`config.mk`:
```
export PLATFORM = sky130hd
export DESIGN_NAME = charge_control
export DESIGN_NICKNAME = d
export VERILOG_FILES = /design/src/logic/charge_cfg_pkg.sv /design/src/logic/cell_fault_qual.sv /design/src/logic/charge_control.sv /design/src/logic/tick_gen.sv
export VERILOG_INCLUDE_DIRS = /design/src /design/src/logic
export SDC_FILE = /design/constraint.sdc
export NUM_CORES = 1
export LEC_CHECK = 0
export BUFFER_PORTS_ARGS = -buffer_cell sky130_fd_sc_hd__buf_2
export CAP_MARGIN = 5
export CORE_MARGIN = 2
export CORE_UTILIZATION = 42
export CTS_CLUSTER_SIZE = 28
export DETAILED_ROUTE_END_ITERATION = 7
export GPL_TIMING_DRIVEN = 0
export PLACE_DENSITY = 0.65
export SKIP_CTS_REPAIR_TIMING = 1
export SLEW_MARGIN = 20
export SYNTH_ARGS = -nofsm -noshare
export SYNTH_HDL_FRONTEND = slang
export SYNTH_SLANG_ARGS = --single-unit
```
`constraint.sdc`:
```
create_clock -name hclk -period 5.1 [get_ports hclk]
set_input_delay 1.02 -clock hclk [delete_from_list [all_inputs] [get_ports hclk]]
set_output_delay 1.02 -clock hclk [all_outputs]
set_load 0.05 [all_outputs]
```
`src/logic/charge_cfg_regs.svh`:
```
// Purpose: Offsets, field positions and timing counts of the charge block
// Assumes: Register index times four is the bus byte address
// Notes: Indices double as external memory byte addresses (low byte first)
`ifndef CHARGE_CFG_REGS_SVH
`define CHARGE_CFG_REGS_SVH
`define IDX_RTA 8'h02
`define IDX_RCA 8'h04
`define IDX_MOVR 8'h2e
`define IDX_CCT 8'h3c
`define IDX_PCFG 8'h3f
`define IDX_TLIM 8'h45
`define IDX_OCM 8'h49
`define IDX_CVL 8'h4a
`define IDX_FCT 8'h4b
`define IDX_FFC 8'h4c
`define IDX_CTT 8'h4e
`define IDX_CTQ 8'h4f
`define IDX_PPROG 8'h63
`define IDX_STATUS 8'h90
`define IDX_CYCLES 8'h91
`define IDX_CHG_REQ 8'h92
`define PCFG_DISPLAY 7
`define PCFG_LOCK 6
`define PCFG_RESYNC 5
`define PCFG_COMP 4
`define PCFG_MIDFIX 3
`define PCFG_THERM 2
`define PCFG_ONCEFIX 1
`define PCFG_FOUR 0
`define PPROG_QUAL 0
`define PPROG_BASIS 2
`define PPROG_FLOOR 3
`define PPROG_COLD 4
`define CLK_HZ 25000000
`define TICK_MS 1000
`define TICK_CYCLES (`CLK_HZ / 1000 * `TICK_MS)
`define TAPER_S 40
`define FAULT_S 2
`define MARGIN_MA 16
`define HOT_BASE_DC 690
`define HOT_STEP_DC 16
`define COLD_STEP_DC 8
`define LEARN_COLD_DC 120
`define OV_BASE_MV 4096
`define OV_STEP_MV 32
`define UV_BASE_MV 2048
`define UV_STEP_MV 64
`define TAPER_NUM 1125
`define RS_MOHM 20
`endif

```
`src/logic/charge_cfg_pkg.sv`:
```
// Purpose: Types shared by the charge-control block
// Assumes: Nothing beyond the constants header
// Notes: Charge sequencing states only
package charge_cfg_pkg;
  typedef enum logic [1:0] {
    CHG_IDLE = 2'b00, // Not charging
    CHG_FAST = 2'b01, // Fast charge running
    CHG_SUSP = 2'b10, // Suspended by a fault
    CHG_DONE = 2'b11  // Taper termination reached
  } chg_state_e;
endpackage

```
`src/logic/cell_fault_qual.sv`:
```
// Purpose: Qualify a cell voltage fault over sampled measurements
// Assumes: sample pulses once per measurement interval
// Notes: Flag follows the samples, no latching beyond a good sample
module cell_fault_qual (
  input wire logic hclk,
  input wire logic hresetn,
  input wire logic sample,
  input wire logic fault_now,
  input wire logic need_two,
  output logic flag_q
);
  logic seen_q; // Previous sample was faulty

  // Evaluate only on sample strobes
  always_ff @(posedge hclk or negedge hresetn) begin
    if (!hresetn) begin
      seen_q <= 1'b0;
      flag_q <= 1'b0;
    end else if (sample) begin
      seen_q <= fault_now;
      // One faulty sample, or two in a row when qualified
      flag_q <= fault_now && (!need_two || seen_q);
    end
  end
endmodule

```
`src/logic/charge_control.sv`:
```
// Purpose: Charge control and pack option decode behind an AHB-Lite slave
// Assumes: Measurement inputs come from logic on hclk, no synchronising
// Notes: Reads take one wait state, writes none; response always OKAY
//
// The AHB-Lite register port was decided locally.
`include "charge_cfg_regs.svh"
module charge_control
  import charge_cfg_pkg::*;
#(
  parameter int TICK_CYCLES = `TICK_CYCLES,
  parameter int RS_MOHM = `RS_MOHM
) (
  input wire logic hclk,
  input wire logic hresetn,
  input wire logic hsel,
  input wire logic [31:0] haddr,
  input wire logic [1:0] htrans,
  input wire logic hwrite,
  input wire logic [2:0] hsize,
  input wire logic [31:0] hwdata,
  input wire logic hready,
  output logic hreadyout,
  output logic hresp,
  output logic [31:0] hrdata,
  input wire logic ee_wr,
  input wire logic [7:0] ee_addr,
  input wire logic [7:0] ee_data,
  input wire logic ee_done,
  input wire logic charging,
  input wire logic signed [15:0] meas_current_ma,
  input wire logic [15:0] fast_current_ma,
  input wire logic [15:0] precharge_current_ma,
  input wire logic [15:0] pack_mv,
  input wire logic [15:0] charging_voltage_mv,
  input wire logic signed [15:0] temp_dc,
  input wire logic [7:0] rsoc,
  input wire logic [15:0] full_charge_capacity,
  input wire logic chg_mah_pulse,
  input wire logic dsg_mah_pulse,
  input wire logic [15:0] run_time_min,
  input wire logic [15:0] remaining_capacity,
  input wire logic [15:0] cell_max_mv,
  input wire logic [15:0] cell_min_mv,
  input wire logic [7:0] smb_cmd,
  output logic cmd_rd_ok,
  output logic cmd_wr_ok,
  output logic [15:0] charge_request_ma,
  output logic full_flag,
  output logic rm_load,
  output logic [15:0] rm_load_value,
  output logic [15:0] cycle_count,
  output logic time_alarm,
  output logic capacity_alarm,
  output logic cell_under_flag,
  output logic cell_over_flag,
  output logic [15:0] cell_high_limit,
  output logic [15:0] cell_low_limit,
  output logic [15:0] learn_current_floor,
  output logic signed [15:0] learn_cold_limit,
  output logic display_source_select,
  output logic compensated_threshold_enable,
  output logic continuous_midrange_fix,
  output logic external_thermistor_select,
  output logic single_midrange_fix,
  output logic four_series_select,
  output logic discharge_end_basis
);
  // Configuration image
  logic [15:0] rta_q, rca_q, movr_q, cct_q; // Word settings
  logic [7:0] pcfg_q, tlim_q, ocm_q, cvl_q; // Byte settings
  logic [7:0] fct_q, ffc_q, ctt_q, ctq_q, pprog_q;
  logic loaded_q; // Configuration image complete
  logic access_lock_q; // Lock state caught at load
  logic once_q; // One-time correction already issued
  // Bus state
  logic wr_pend_q, rd_pend_q; // Data phase kinds
  logic [7:0] idx_q; // Register index of data phase
  // Charge state
  chg_state_e state_q;
  logic [15:0] ovr_cnt_q; // Charge added past full
  logic [15:0] dsg_cnt_q; // Discharge since last cycle
  logic [5:0] taper_s_q; // Seconds of qualified taper
  logic sec_tick; // One-second enable
  logic half_q; // Divides seconds into fault samples
  logic fault_tick; // Fault sampling enable

  // Command window check used for both access kinds
  function automatic logic in_rng(input logic [7:0] c, input logic [7:0] lo,
                                  input logic [7:0] hi);
    in_rng = (c >= lo) && (c <= hi);
  endfunction

  // Bus slave: address phase capture
  always_ff @(posedge hclk or negedge hresetn) begin
    if (!hresetn) begin
      wr_pend_q <= 1'b0;
      rd_pend_q <= 1'b0;
      idx_q <= 8'h0;
    end else if (hready && hreadyout) begin
      wr_pend_q <= hsel && htrans[1] && hwrite;
      rd_pend_q <= hsel && htrans[1] && !hwrite;
      idx_q <= haddr[9:2];
    end else begin
      // Read wait state ends after one cycle
      rd_pend_q <= 1'b0;
    end
  end

  // Read takes one wait state so data come from a flop
  assign hreadyout = !rd_pend_q;
  assign hresp = 1'b0;

  // Read data register; unmapped indices read zero
  always_ff @(posedge hclk or negedge hresetn) begin
    if (!hresetn) begin
      hrdata <= 32'h0;
    end else if (rd_pend_q) begin
      case (idx_q)
        `IDX_RTA: hrdata <= {16'h0, rta_q};
        `IDX_RCA: hrdata <= {16'h0, rca_q};
        `IDX_MOVR: hrdata <= {16'h0, movr_q};
        `IDX_CCT: hrdata <= {16'h0, cct_q};
        `IDX_PCFG: hrdata <= {24'h0, pcfg_q};
        `IDX_TLIM: hrdata <= {24'h0, tlim_q};
        `IDX_OCM: hrdata <= {24'h0, ocm_q};
        `IDX_CVL: hrdata <= {24'h0, cvl_q};
        `IDX_FCT: hrdata <= {24'h0, fct_q};
        `IDX_FFC: hrdata <= {24'h0, ffc_q};
        `IDX_CTT: hrdata <= {24'h0, ctt_q};
        `IDX_CTQ: hrdata <= {24'h0, ctq_q};
        `IDX_PPROG: hrdata <= {24'h0, pprog_q};
        `IDX_STATUS: hrdata <= {24'h0, cell_over_flag, cell_under_flag,
                                access_lock_q, full_flag, 1'b0,
                                state_q, loaded_q};
        `IDX_CYCLES: hrdata <= {16'h0, cycle_count};
        `IDX_CHG_REQ: hrdata <= {16'h0, charge_request_ma};
        default: hrdata <= 32'h0;
      endcase
    end
  end

  // Configuration writes from external memory bytes or the bus
  always_ff @(posedge hclk or negedge hresetn) begin
    if (!hresetn) begin
      {rta_q, rca_q, movr_q, cct_q} <= 64'h0;
      {pcfg_q, tlim_q, ocm_q, cvl_q, fct_q} <= 40'h0;
      {ffc_q, ctt_q, ctq_q, pprog_q} <= 32'h0;
    end else if (ee_wr) begin
      case (ee_addr)
        `IDX_RTA: rta_q[7:0] <= ee_data;
        `IDX_RTA + 8'h1: rta_q[15:8] <= ee_data;
        `IDX_RCA: rca_q[7:0] <= ee_data;
        `IDX_RCA + 8'h1: rca_q[15:8] <= ee_data;
        `IDX_MOVR: movr_q[7:0] <= ee_data;
        `IDX_MOVR + 8'h1: movr_q[15:8] <= ee_data;
        `IDX_CCT: cct_q[7:0] <= ee_data;
        `IDX_CCT + 8'h1: cct_q[15:8] <= ee_data;
        `IDX_PCFG: pcfg_q <= ee_data;
        `IDX_TLIM: tlim_q <= ee_data;
        `IDX_OCM: ocm_q <= ee_data;
        `IDX_CVL: cvl_q <= ee_data;
        `IDX_FCT: fct_q <= ee_data;
        `IDX_FFC: ffc_q <= ee_data;
        `IDX_CTT: ctt_q <= ee_data;
        `IDX_CTQ: ctq_q <= ee_data;
        `IDX_PPROG: pprog_q <= ee_data;
        default: ;
      endcase
    end else if (wr_pend_q) begin
      case (idx_q)
        `IDX_RTA: rta_q <= hwdata[15:0];
        `IDX_RCA: rca_q <= hwdata[15:0];
        `IDX_MOVR: movr_q <= hwdata[15:0];
        `IDX_CCT: cct_q <= hwdata[15:0];
        `IDX_PCFG: pcfg_q <= hwdata[7:0];
        `IDX_TLIM: tlim_q <= hwdata[7:0];
        `IDX_OCM: ocm_q <= hwdata[7:0];
        `IDX_CVL: cvl_q <= hwdata[7:0];
        `IDX_FCT: fct_q <= hwdata[7:0];
        `IDX_FFC: ffc_q <= hwdata[7:0];
        `IDX_CTT: ctt_q <= hwdata[7:0];
        `IDX_CTQ: ctq_q <= hwdata[7:0];
        `IDX_PPROG: pprog_q <= hwdata[7:0];
        default: ;
      endcase
    end
  end

  // Load completion; lock state sampled here only
  always_ff @(posedge hclk or negedge hresetn) begin
    if (!hresetn) begin
      loaded_q <= 1'b0;
      access_lock_q <= 1'b0;
    end else if (ee_done && !loaded_q) begin
      loaded_q <= 1'b1;
      access_lock_q <= pcfg_q[`PCFG_LOCK];
    end
  end

  // Single midrange correction pulse once after load
  always_ff @(posedge hclk or negedge hresetn) begin
    if (!hresetn) begin
      once_q <= 1'b0;
      single_midrange_fix <= 1'b0;
    end else begin
      single_midrange_fix <= loaded_q && !once_q &&
                             pcfg_q[`PCFG_ONCEFIX];
      if (loaded_q) once_q <= 1'b1;
    end
  end

  // Command access windows; unlocked grants all commands
  always_ff @(posedge hclk or negedge hresetn) begin
    if (!hresetn) begin
      cmd_rd_ok <= 1'b0;
      cmd_wr_ok <= 1'b0;
    end else begin
      cmd_wr_ok <= !access_lock_q || in_rng(smb_cmd, 8'h00, 8'h04) ||
                   smb_cmd == 8'h2f || in_rng(smb_cmd, 8'h3c, 8'h3f);
      cmd_rd_ok <= !access_lock_q || in_rng(smb_cmd, 8'h00, 8'h04) ||
                   in_rng(smb_cmd, 8'h05, 8'h1c) ||
                   in_rng(smb_cmd, 8'h20, 8'h23) || smb_cmd == 8'h2f ||
                   in_rng(smb_cmd, 8'h3c, 8'h3f);
    end
  end

  // Slow time base: seconds and two-second fault samples
  tick_gen #(.CYCLES(TICK_CYCLES)) u_sec (
    .hclk(hclk),
    .hresetn(hresetn),
    .tick(sec_tick)
  );

  always_ff @(posedge hclk or negedge hresetn) begin
    if (!hresetn) half_q <= 1'b0;
    else if (sec_tick) half_q <= !half_q;
  end
  assign fault_tick = sec_tick && half_q;

  // Charge decisions
  logic [17:0] oc_limit; // Request plus margin
  logic over_current, over_temp, over_charge, cold_window;
  logic volt_ok, cur_ok, taper_ok;
  logic signed [15:0] hot_dc, cold_dc;
  // Margin rides on whichever current is being requested
  assign oc_limit = {2'b00, cold_window ? precharge_current_ma :
                    fast_current_ma} +
                    18'(ocm_q) * 18'(`MARGIN_MA);
  assign over_current = !meas_current_ma[15] &&
                        {2'b00, meas_current_ma} > oc_limit;
  assign hot_dc = 16'(`HOT_BASE_DC) -
                  16'(tlim_q[7:4]) * 16'(`HOT_STEP_DC);
  assign over_temp = temp_dc >= hot_dc;
  assign cold_dc = 16'(tlim_q[3:0]) * 16'(`COLD_STEP_DC);
  assign cold_window = !temp_dc[15] && temp_dc < cold_dc;
  assign over_charge = ovr_cnt_q > 16'(-movr_q);
  assign volt_ok = {1'b0, pack_mv} + {8'h0, ctq_q, 1'b0} >
                   {1'b0, charging_voltage_mv};
  assign cur_ok = !meas_current_ma[15] &&
                  32'(meas_current_ma) * 32'(RS_MOHM) * 32'd2 <
                  32'(ctt_q) * 32'(`TAPER_NUM);
  assign taper_ok = volt_ok && cur_ok;

  // Charge state machine
  always_ff @(posedge hclk or negedge hresetn) begin
    if (!hresetn) begin
      state_q <= CHG_IDLE;
    end else if (!loaded_q || !charging) begin
      state_q <= CHG_IDLE;
    end else begin
      case (state_q)
        CHG_IDLE: state_q <= CHG_FAST;
        CHG_FAST: begin
          if (over_current || over_temp || over_charge)
            state_q <= CHG_SUSP;
          else if (taper_s_q == 6'(`TAPER_S))
            state_q <= CHG_DONE;
        end
        CHG_SUSP: ; // Held until charging ends
        CHG_DONE: ; // Held until charging ends
        default: state_q <= CHG_IDLE;
      endcase
    end
  end

  // Requested charge current, zero in suspension or after termination
  always_ff @(posedge hclk or negedge hresetn) begin
    if (!hresetn) begin
      charge_request_ma <= 16'h0;
    end else if (state_q != CHG_FAST || over_current) begin
      charge_request_ma <= 16'h0;
    end else if (cold_window) begin
      charge_request_ma <= precharge_current_ma;
    end else begin
      charge_request_ma <= fast_current_ma;
    end
  end

  // Seconds of continuous taper qualification
  always_ff @(posedge hclk or negedge hresetn) begin
    if (!hresetn) taper_s_q <= 6'h0;
    else if (state_q != CHG_FAST || !taper_ok) taper_s_q <= 6'h0;
    else if (sec_tick && taper_s_q != 6'(`TAPER_S))
      taper_s_q <= taper_s_q + 6'h1;
  end

  // Full flag: termination sets, clear level clears, set wins
  logic term_now;
  assign term_now = state_q == CHG_FAST && taper_s_q == 6'(`TAPER_S);
  always_ff @(posedge hclk or negedge hresetn) begin
    if (!hresetn) full_flag <= 1'b0;
    else if (term_now) full_flag <= 1'b1;
    else if (loaded_q && rsoc <= 8'(-ffc_q)) full_flag <= 1'b0;
  end

  // Charge added past full during fast charge
  always_ff @(posedge hclk or negedge hresetn) begin
    if (!hresetn) ovr_cnt_q <= 16'h0;
    else if (!full_flag) ovr_cnt_q <= 16'h0;
    else if (chg_mah_pulse && state_q == CHG_FAST && ovr_cnt_q != 16'hffff)
      ovr_cnt_q <= ovr_cnt_q + 16'h1;
  end

  // Remaining capacity resync at termination
  logic [24:0] fill;
  assign fill = 25'(full_charge_capacity) * 25'({1'b0, fct_q} + 9'h1);
  always_ff @(posedge hclk or negedge hresetn) begin
    if (!hresetn) begin
      rm_load <= 1'b0;
      rm_load_value <= 16'h0;
    end else begin
      rm_load <= term_now && pcfg_q[`PCFG_RESYNC];
      rm_load_value <= fill[23:8];
    end
  end

  // Cycle counting on discharged charge
  always_ff @(posedge hclk or negedge hresetn) begin
    if (!hresetn) begin
      dsg_cnt_q <= 16'h0;
      cycle_count <= 16'h0;
    end else if (loaded_q && dsg_mah_pulse) begin
      if (dsg_cnt_q + 16'h1 >= 16'(-cct_q)) begin
        dsg_cnt_q <= 16'h0;
        cycle_count <= cycle_count + 16'h1;
      end else begin
        dsg_cnt_q <= dsg_cnt_q + 16'h1;
      end
    end
  end

  // Alarm comparisons against stored thresholds
  always_ff @(posedge hclk or negedge hresetn) begin
    if (!hresetn) begin
      time_alarm <= 1'b0;
      capacity_alarm <= 1'b0;
    end else begin
      time_alarm <= loaded_q && run_time_min < rta_q;
      capacity_alarm <= loaded_q && remaining_capacity < rca_q;
    end
  end

  // Cell limits and learning limits decoded from stored bytes
  always_ff @(posedge hclk or negedge hresetn) begin
    if (!hresetn) begin
      cell_high_limit <= 16'h0;
      cell_low_limit <= 16'h0;
      learn_current_floor <= 16'h0;
      learn_cold_limit <= 16'sh0;
    end else begin
      cell_high_limit <= 16'(`OV_BASE_MV) +
                         16'(cvl_q[3:0]) * 16'(`OV_STEP_MV);
      cell_low_limit <= 16'(`UV_BASE_MV) +
                        16'(cvl_q[7:4]) * 16'(`UV_STEP_MV);
      learn_current_floor <= pprog_q[`PPROG_FLOOR] ?
          16'(full_charge_capacity >> 5) :
          16'((18'(full_charge_capacity) * 18'd3) >> 5);
      learn_cold_limit <= pprog_q[`PPROG_COLD] ? cold_dc :
                          16'(`LEARN_COLD_DC);
    end
  end

  // Cell fault flags sampled every two seconds
  cell_fault_qual u_under (
    .hclk(hclk),
    .hresetn(hresetn),
    .sample(fault_tick && loaded_q),
    .fault_now(cell_min_mv < cell_low_limit),
    .need_two(pprog_q[`PPROG_QUAL]),
    .flag_q(cell_under_flag)
  );
  cell_fault_qual u_over (
    .hclk(hclk),
    .hresetn(hresetn),
    .sample(fault_tick && loaded_q),
    .fault_now(cell_max_mv > cell_high_limit),
    .need_two(pprog_q[`PPROG_QUAL]),
    .flag_q(cell_over_flag)
  );

  // Option selects straight from the stored bytes
  assign display_source_select = pcfg_q[`PCFG_DISPLAY];
  assign compensated_threshold_enable = pcfg_q[`PCFG_COMP];
  assign continuous_midrange_fix = pcfg_q[`PCFG_MIDFIX];
  assign external_thermistor_select = pcfg_q[`PCFG_THERM];
  assign four_series_select = pcfg_q[`PCFG_FOUR];
  assign discharge_end_basis = pprog_q[`PPROG_BASIS];
endmodule

```
`src/logic/tick_gen.sv`:
```
// Purpose: One-cycle enable pulse every CYCLES clocks
// Assumes: CYCLES of at least two
// Notes: Sole slow time base of the block
module tick_gen #(
  parameter int CYCLES = 25000000
) (
  input wire logic hclk,
  input wire logic hresetn,
  output logic tick
);
  logic [31:0] cnt_q; // Cycles since last pulse

  generate
    if (CYCLES < 2) begin : g_bad
      $error("tick_gen needs CYCLES of two or more");
    end
  endgenerate

  // Free-running count, pulse on wrap
  always_ff @(posedge hclk or negedge hresetn) begin
    if (!hresetn) begin
      cnt_q <= 32'h0;
      tick <= 1'b0;
    end else if (cnt_q == 32'(CYCLES - 1)) begin
      cnt_q <= 32'h0;
      tick <= 1'b1;
    end else begin
      cnt_q <= cnt_q + 32'h1;
      tick <= 1'b0;
    end
  end
endmodule

```
### Word-level counts from Yosys, hierarchy flattened

Cells that the tools add are included.

* bits in registers: 361
* bits of input ports: 287
* output and inout port bits: 161
* word-level logic and storage cells: 311

* add/sub/neg operators: 14
* multipliers: 4
* magnitude comparators: 20
* eq/ne operators: 59
* mux-type cells: 75
* reduce and logical (&&, ||, !) cells: 90

Operators with widths (number)
* 2-to-1 mux 8 bit: 44
* 2-to-1 mux 16 bit: 17
* one-hot mux 16 bit (16 select lines): 1
* equality test 8 x 7 -> 1 bit (second input constant): 16
* equality test 8 x 6 -> 1 bit (second input constant): 9
* AND reduction 3 bit: 17
* adder 16 x 1 -> 16 bit (second input constant): 3
* != test 2 x 1 -> 1 bit (second input constant): 19
* adder 32 x 1 -> 32 bit (second input constant): 1
* equality test 32 x 25 -> 1 bit (second input constant): 1
* < comparator 16 bit: 2
* < comparator 32 x 19 -> 1 bit: 1
* multiplier 32 x 3 -> 29 bit (second input constant): 1
* 2-to-1 mux 32 bit: 1
* negation 16 bit: 2
* nonzero test 2 bit: 16
* logical AND 1 bit: 28
* equality test 8 x 2 -> 1 bit (second input constant): 3
* equality test 8 x 3 -> 1 bit (second input constant): 3
* equality test 8 bit (second input constant): 3
* multiplier 16 x 9 -> 24 bit: 1
* multiplier 8 x 11 -> 19 bit (second input constant): 1
* multiplier 16 x 2 -> 18 bit (second input constant): 1
* adder 16 x 12 -> 17 bit: 1
* 38 further kinds: 70

### Depth between registers and ports, before layout

* word-level depth: 11
* mapped depth: 26
* gate-level depth less buffers: 23

### Hierarchy

From an unflattened synthesis, not the netlist that was laid out.

* cells, all modules: 2769
* area total of the unflattened synthesis: 26007.4 um^2

Modules (own cells, without submodules)
* charge_control: times used 1, cells an instance 2592, area an instance 24205.7 um^2, sequential area each 7181.9 um^2
* tick_gen: times used 1, cells an instance 161, area an instance 1644.1 um^2, sequential area each 825.8 um^2
* cell_fault_qual: times used 2, cells an instance 8, area an instance 78.8 um^2, sequential area each 50.0 um^2

### Worst setup path after synthesis

OpenSTA, ideal clock, no wires.

* path type: in2reg
* start: input temp_dc[4]
* end: register charge_request_ma[15]
* setup time: 128 ps
* arrival: 5548 ps
* data required time: 4972 ps
* slack: -576 ps
* stages on the path: 25
* path buffers: 3
* cell sequence: ha_1 a21o_1 a21o_1 a211oi_1 buf_4 buf_2 mux2_2 ha_1 fa_1 a21o_1 a21oi_1 o21ai_0 a21o_1 a21o_1 nand3_1 xnor2_1 mux2i_1 ha_1 o21a_1 nor2_1 nor3_1 o21ai_0 o21ai_2 buf_4 nor2_1

* cells in the longest elaborated chain, start to end: 8

RTL lines
* start, declared: line charge_control.sv:35 `input wire logic signed [15:0] temp_dc,`
* < comparator 16 x 8 -> 1 bit *: line charge_control.sv:255 `assign cold_window = !temp_dc[15] && temp_dc < cold_dc;`
* logical AND 1 bit *: line charge_control.sv:255
* 2-to-1 mux 16 bit *: line charge_control.sv:246, charge_control.sv:292
* adder 16 x 12 -> 17 bit: line charge_control.sv:246 `assign oc_limit = {2'b00, cold_window ? precharge_current_ma :`
* greater-than comparator 16 x 17 -> 1 bit: line charge_control.sv:250 `{2'b00, meas_current_ma} > oc_limit;`
* logical AND 1 bit: line charge_control.sv:249 `assign over_current = !meas_current_ma[15] &&`
* logical OR 1 bit: line charge_control.sv:290 `end else if (state_q != CHG_FAST || over_current) begin`
* 2-to-1 mux 16 bit *: line charge_control.sv:290
* end signal, assigned: line charge_control.sv:293 `charge_request_ma <= precharge_current_ma;`
* end signal, assigned: line charge_control.sv:295 `charge_request_ma <= fast_current_ma;`
* end, declared: line charge_control.sv:47 `output logic [15:0] charge_request_ma,`

Every way passes the cells marked *; elsewhere a longest branch is shown, timed or not.
A chain may end at the register's enable or synchronous reset.

### Final worst setup path

* start: input temp_dc[6]
* end: register charge_request_ma[1]

The elaborated chain is that of the path after synthesis.

==> results.md <==
* Post-route DRC violation count at 0
* Area share of the largest cell type after synthesis at 0.3108
* Period utilization at 1.031
* # port buffers at 340
* Max stage delay on crit path at 0.41 ns
* Design Power at 0.009102 W
* Synth Area in Compound Gates at 0.1156
* Status: finished, violations left
* Fillcell total at 5650
* Worst rel slew slack at 0.1370
* CP max stage cell: or4_1
* Cells after Synth at ~2700
* Nets at 3832
* CP startpoint kind: input pin
* Synth Area in Simple Gates at 0.1514
* Unique masters post-synth at 83
* Core area at 61600 µm²
* Max rail drop VDD at about 250 µV
* Die width at between 200 and 300 µm
* Max Fclk at 0.1902 GHz
* Crit end category: flop
* # rows at 91
* Max cap viols at 0
* Worst EP arrival at 5.71 ns
* Clock-pin slew on the worst setup and hold paths at around 0.060 ns
* Most common cell after layout, fill and taps aside: buf_2
* CP required at 5.55 ns
* Kind of critical path: input pin to flop
* Die Span Y at 253.2 µm
* Io pins at between 400 and 500
* Vias in the first global route at between 20000 and 25000
* H-Tree Depth at 2
* Drt first pass iters at 8
* FFs w/ async S/R, synth at 1.000
* Worst skew pair latency at between 0.5 and 0.6 ns
* Storage cell area at 8120 µm²
* Main combinational cell family by area after synthesis: adder cells
* CTS tree: built
* Dpl cell area at 29330 µm²
* Post-synth EDFFs at 0
* Die area at 64110 µm²
* Post-Route WL at 75720 µm
* Max Slew Vio Count at 0
* Crit-path max FO at 8
* Most frequent cells in the layout: 354 x buf_2, 314 x dfrtp_1, 279 x ha_1
* Placed insts at between 3000 and 4000
* Fin. Hold Viols at 0
* Hpwl dp at 59760 µm
* Top Family by Delay on Critical Path: compound AO/OA/AOI/OAI gates
* Fin Setup TNS at -1.815 ns
* First-pass GRT wire length at 116700 µm
* Final core utilization at 0.5156
* Multi-input gate area at 17160 µm²
* Detailed-route via count at 21300
* Final setup violation count at 18
* Largest net degree at the start of global routing at 95
* Grt ovf at 0
* Largest area contributor in the netlist: dfrtp_1
* Post-synthesis mux area share at 0.07286
* Iter 0 DRT Violations at 1253
* Syn_area_per_cell at 9.802 µm²
* Synth Warn # at 0
* Leakage at about 16 nW
* Final instance area at 31760 µm²
* PwrDens at 286.6 nW/µm²
* Cell Count, Final, Fillers Out at 4014
* Clk_skew at 0.03464 ns
* GRT Resource Usage Total at 0.2334
* Setup ws final at -0.1566 ns
* Failing checks: setup timing
* Syn-to-layout area delta at 21.75%
* Number of synthesized register bits at 324
* CTS buffer count at 39
* Crit path buffers/inverters at 4
* RePlAce Congestion at around 0.95
* Ys flop type: dfrtp_1
* Minimum clock period at 5.257 ns
* Post-detailed-route count of antenna-violating nets at 0
* Register area share after synthesis at 0.3108
* Main area contributors after synthesis: dfrtp_1 31%, ha_1 14%, fa_1 8.5%, mux2_2 6.5%, xnor2_1 3.8%
* RSZ-0062 raised after global routing: true
* Synth Area in Adders at 0.2243
* Hold/Removal Path Class: input pin to asynchronous set/reset pin
* Slew @ Worst Pin at 1.292 ns
* Share of layout cells above drive strength 1 at 0.2565
* Initial antenna violation count at 13
* Routed len/inst at ~19 µm
* Root Driver: clkbuf_16
* Post-synthesis xor/xnor area fraction at 0.06078
* Vias per cell at 5.306
* Clock Tree Buf Depth at 3
* Post-Syn Area at about 26000 µm²
* Initial Util at 0.4235
* Num Clock Sinks at 324
-- registers in the layout (all words and copies together) (netlist names), 13 cells and up --
name and cells:
hrdata 16, rta_q 16, u_sec.cnt_q 32, rca_q 16
ovr_cnt_q 16, learn_current_floor 13, charge_request_ma 16, movr_q 16
dsg_cnt_q 16, rm_load_value 16, cycle_count 16, cct_q 16
-- per-layer routing --
layer / routed length [µm] / GRT usage / share of wire
met5: 84 / 0 / 0.0011
met4: 2248 / 0.06982 / 0.030
met3: 5767 / 0.05644 / 0.076
met2: 35960 / 0.3857 / 0.47
met1: 31670 / 0.3023 / 0.42
-- synth_stat cells, types with 17 or more instances --
library cell	count
o2bb2ai_1	17
a21oi_1	82
mux2i_1	20
nor4_1	19
nand3_1	75
a22o_1	17
clkbuf_1	57
o21a_1	24
nand2_1	205
nor3_1	40
buf_4	57
nand4_1	26
nor2_1	130
a22oi_1	33
ha_1	290
a221oi_1	24
and2_1	32
fa_1	111
xor2_1	67
nand2b_1	49
inv_1	247
a21o_1	36
and3_1	36
xnor2_1	114
mux2_2	151
dfrtp_1	324
o21ai_0	88
or3_1	18
nor2b_1	78
-- worst reg2reg max path, cell delays in order (launching register included) --
cell	delay, ns
dfrtp_2	0.43
buf_4	0.14
nand2_1	0.08
nor2_4	0.12
nand3_4	0.11
xnor2_4	0.22
buf_6	0.16
nand2_1	0.08
fa_1	0.52
inv_1	0.05
fa_1	0.51
fa_1	0.46
fa_1	0.58
ha_4	0.22
a21o_1	0.17
a21oi_2	0.12
o41a_1	0.17
buf_6	0.12
a21oi_4	0.07
a211o_4	0.36
a31o_4	0.23
a21oi_2	0.13
xnor2_1	0.12
-- layout make-up --
cell class	count	area share
Timing Repair Buffer	389	0.06985
Sequential cell	324	0.2557
Clock buffer	53	0.03554
Antenna cell	3	0.0002364
Multi-Input combinational cell	2007	0.5403
Clock inverter	18	0.009574
Tap cell	837	0.03298
Buffer	135	0.02655
Inverter	248	0.02931
-- stage by stage --
step	setup WS [ns]	hold slack [ns]
floorplan	-0.1209	0.3681
global placement	-3.554	0.4312
detailed placement	-0.9793	0.4383
CTS	-1.015	0.2828
global route	-0.3625	0.3014
finish	-0.1566	0.3154
-- final timing paths --
path / from / end / slack (ns) / cells past startpoint
max in group asynchronous: hresetn / hrdata[9] / 3.64 / 3
min: hresetn / rm_load / 0.32 / 1
min in group hclk: cvl_q[3] / cell_high_limit[8] / 0.44 / 0
max reg2reg: fct_q[1] / rm_load_value[15] / -0.15 / 22
min reg2reg: cvl_q[3] / cell_high_limit[8] / 0.44 / 0
max: temp_dc[6] / charge_request_ma[1] / -0.16 / 25
-- kinds of logic after synthesis --
| family | count (synthesis) |
|---|---|
| buffers and inverters | 383 |
| DFF | 324 |
| and+or+nand+nor | 766 |
| xor gates and xnor gates | 181 |
| adders and majority gates | 401 |
| AOI/OAI and AO/OA | 433 |
| muxes | 171 |
| other | 2 |
-- power by group --
| part | internal (W) | switching, W | total [W] |
|---|---|---|---|
| Combinational | 0.00114 | 0.00186 | 0.00300 |
| Sequential | 0.00279 | 0.000224 | 0.00301 |
| Clock | 0.00188 | 0.00121 | 0.00309 |
| Total | 0.00581 | 0.00330 | 0.00910 |
Note: power is estimated with default switching activity, not from simulation.
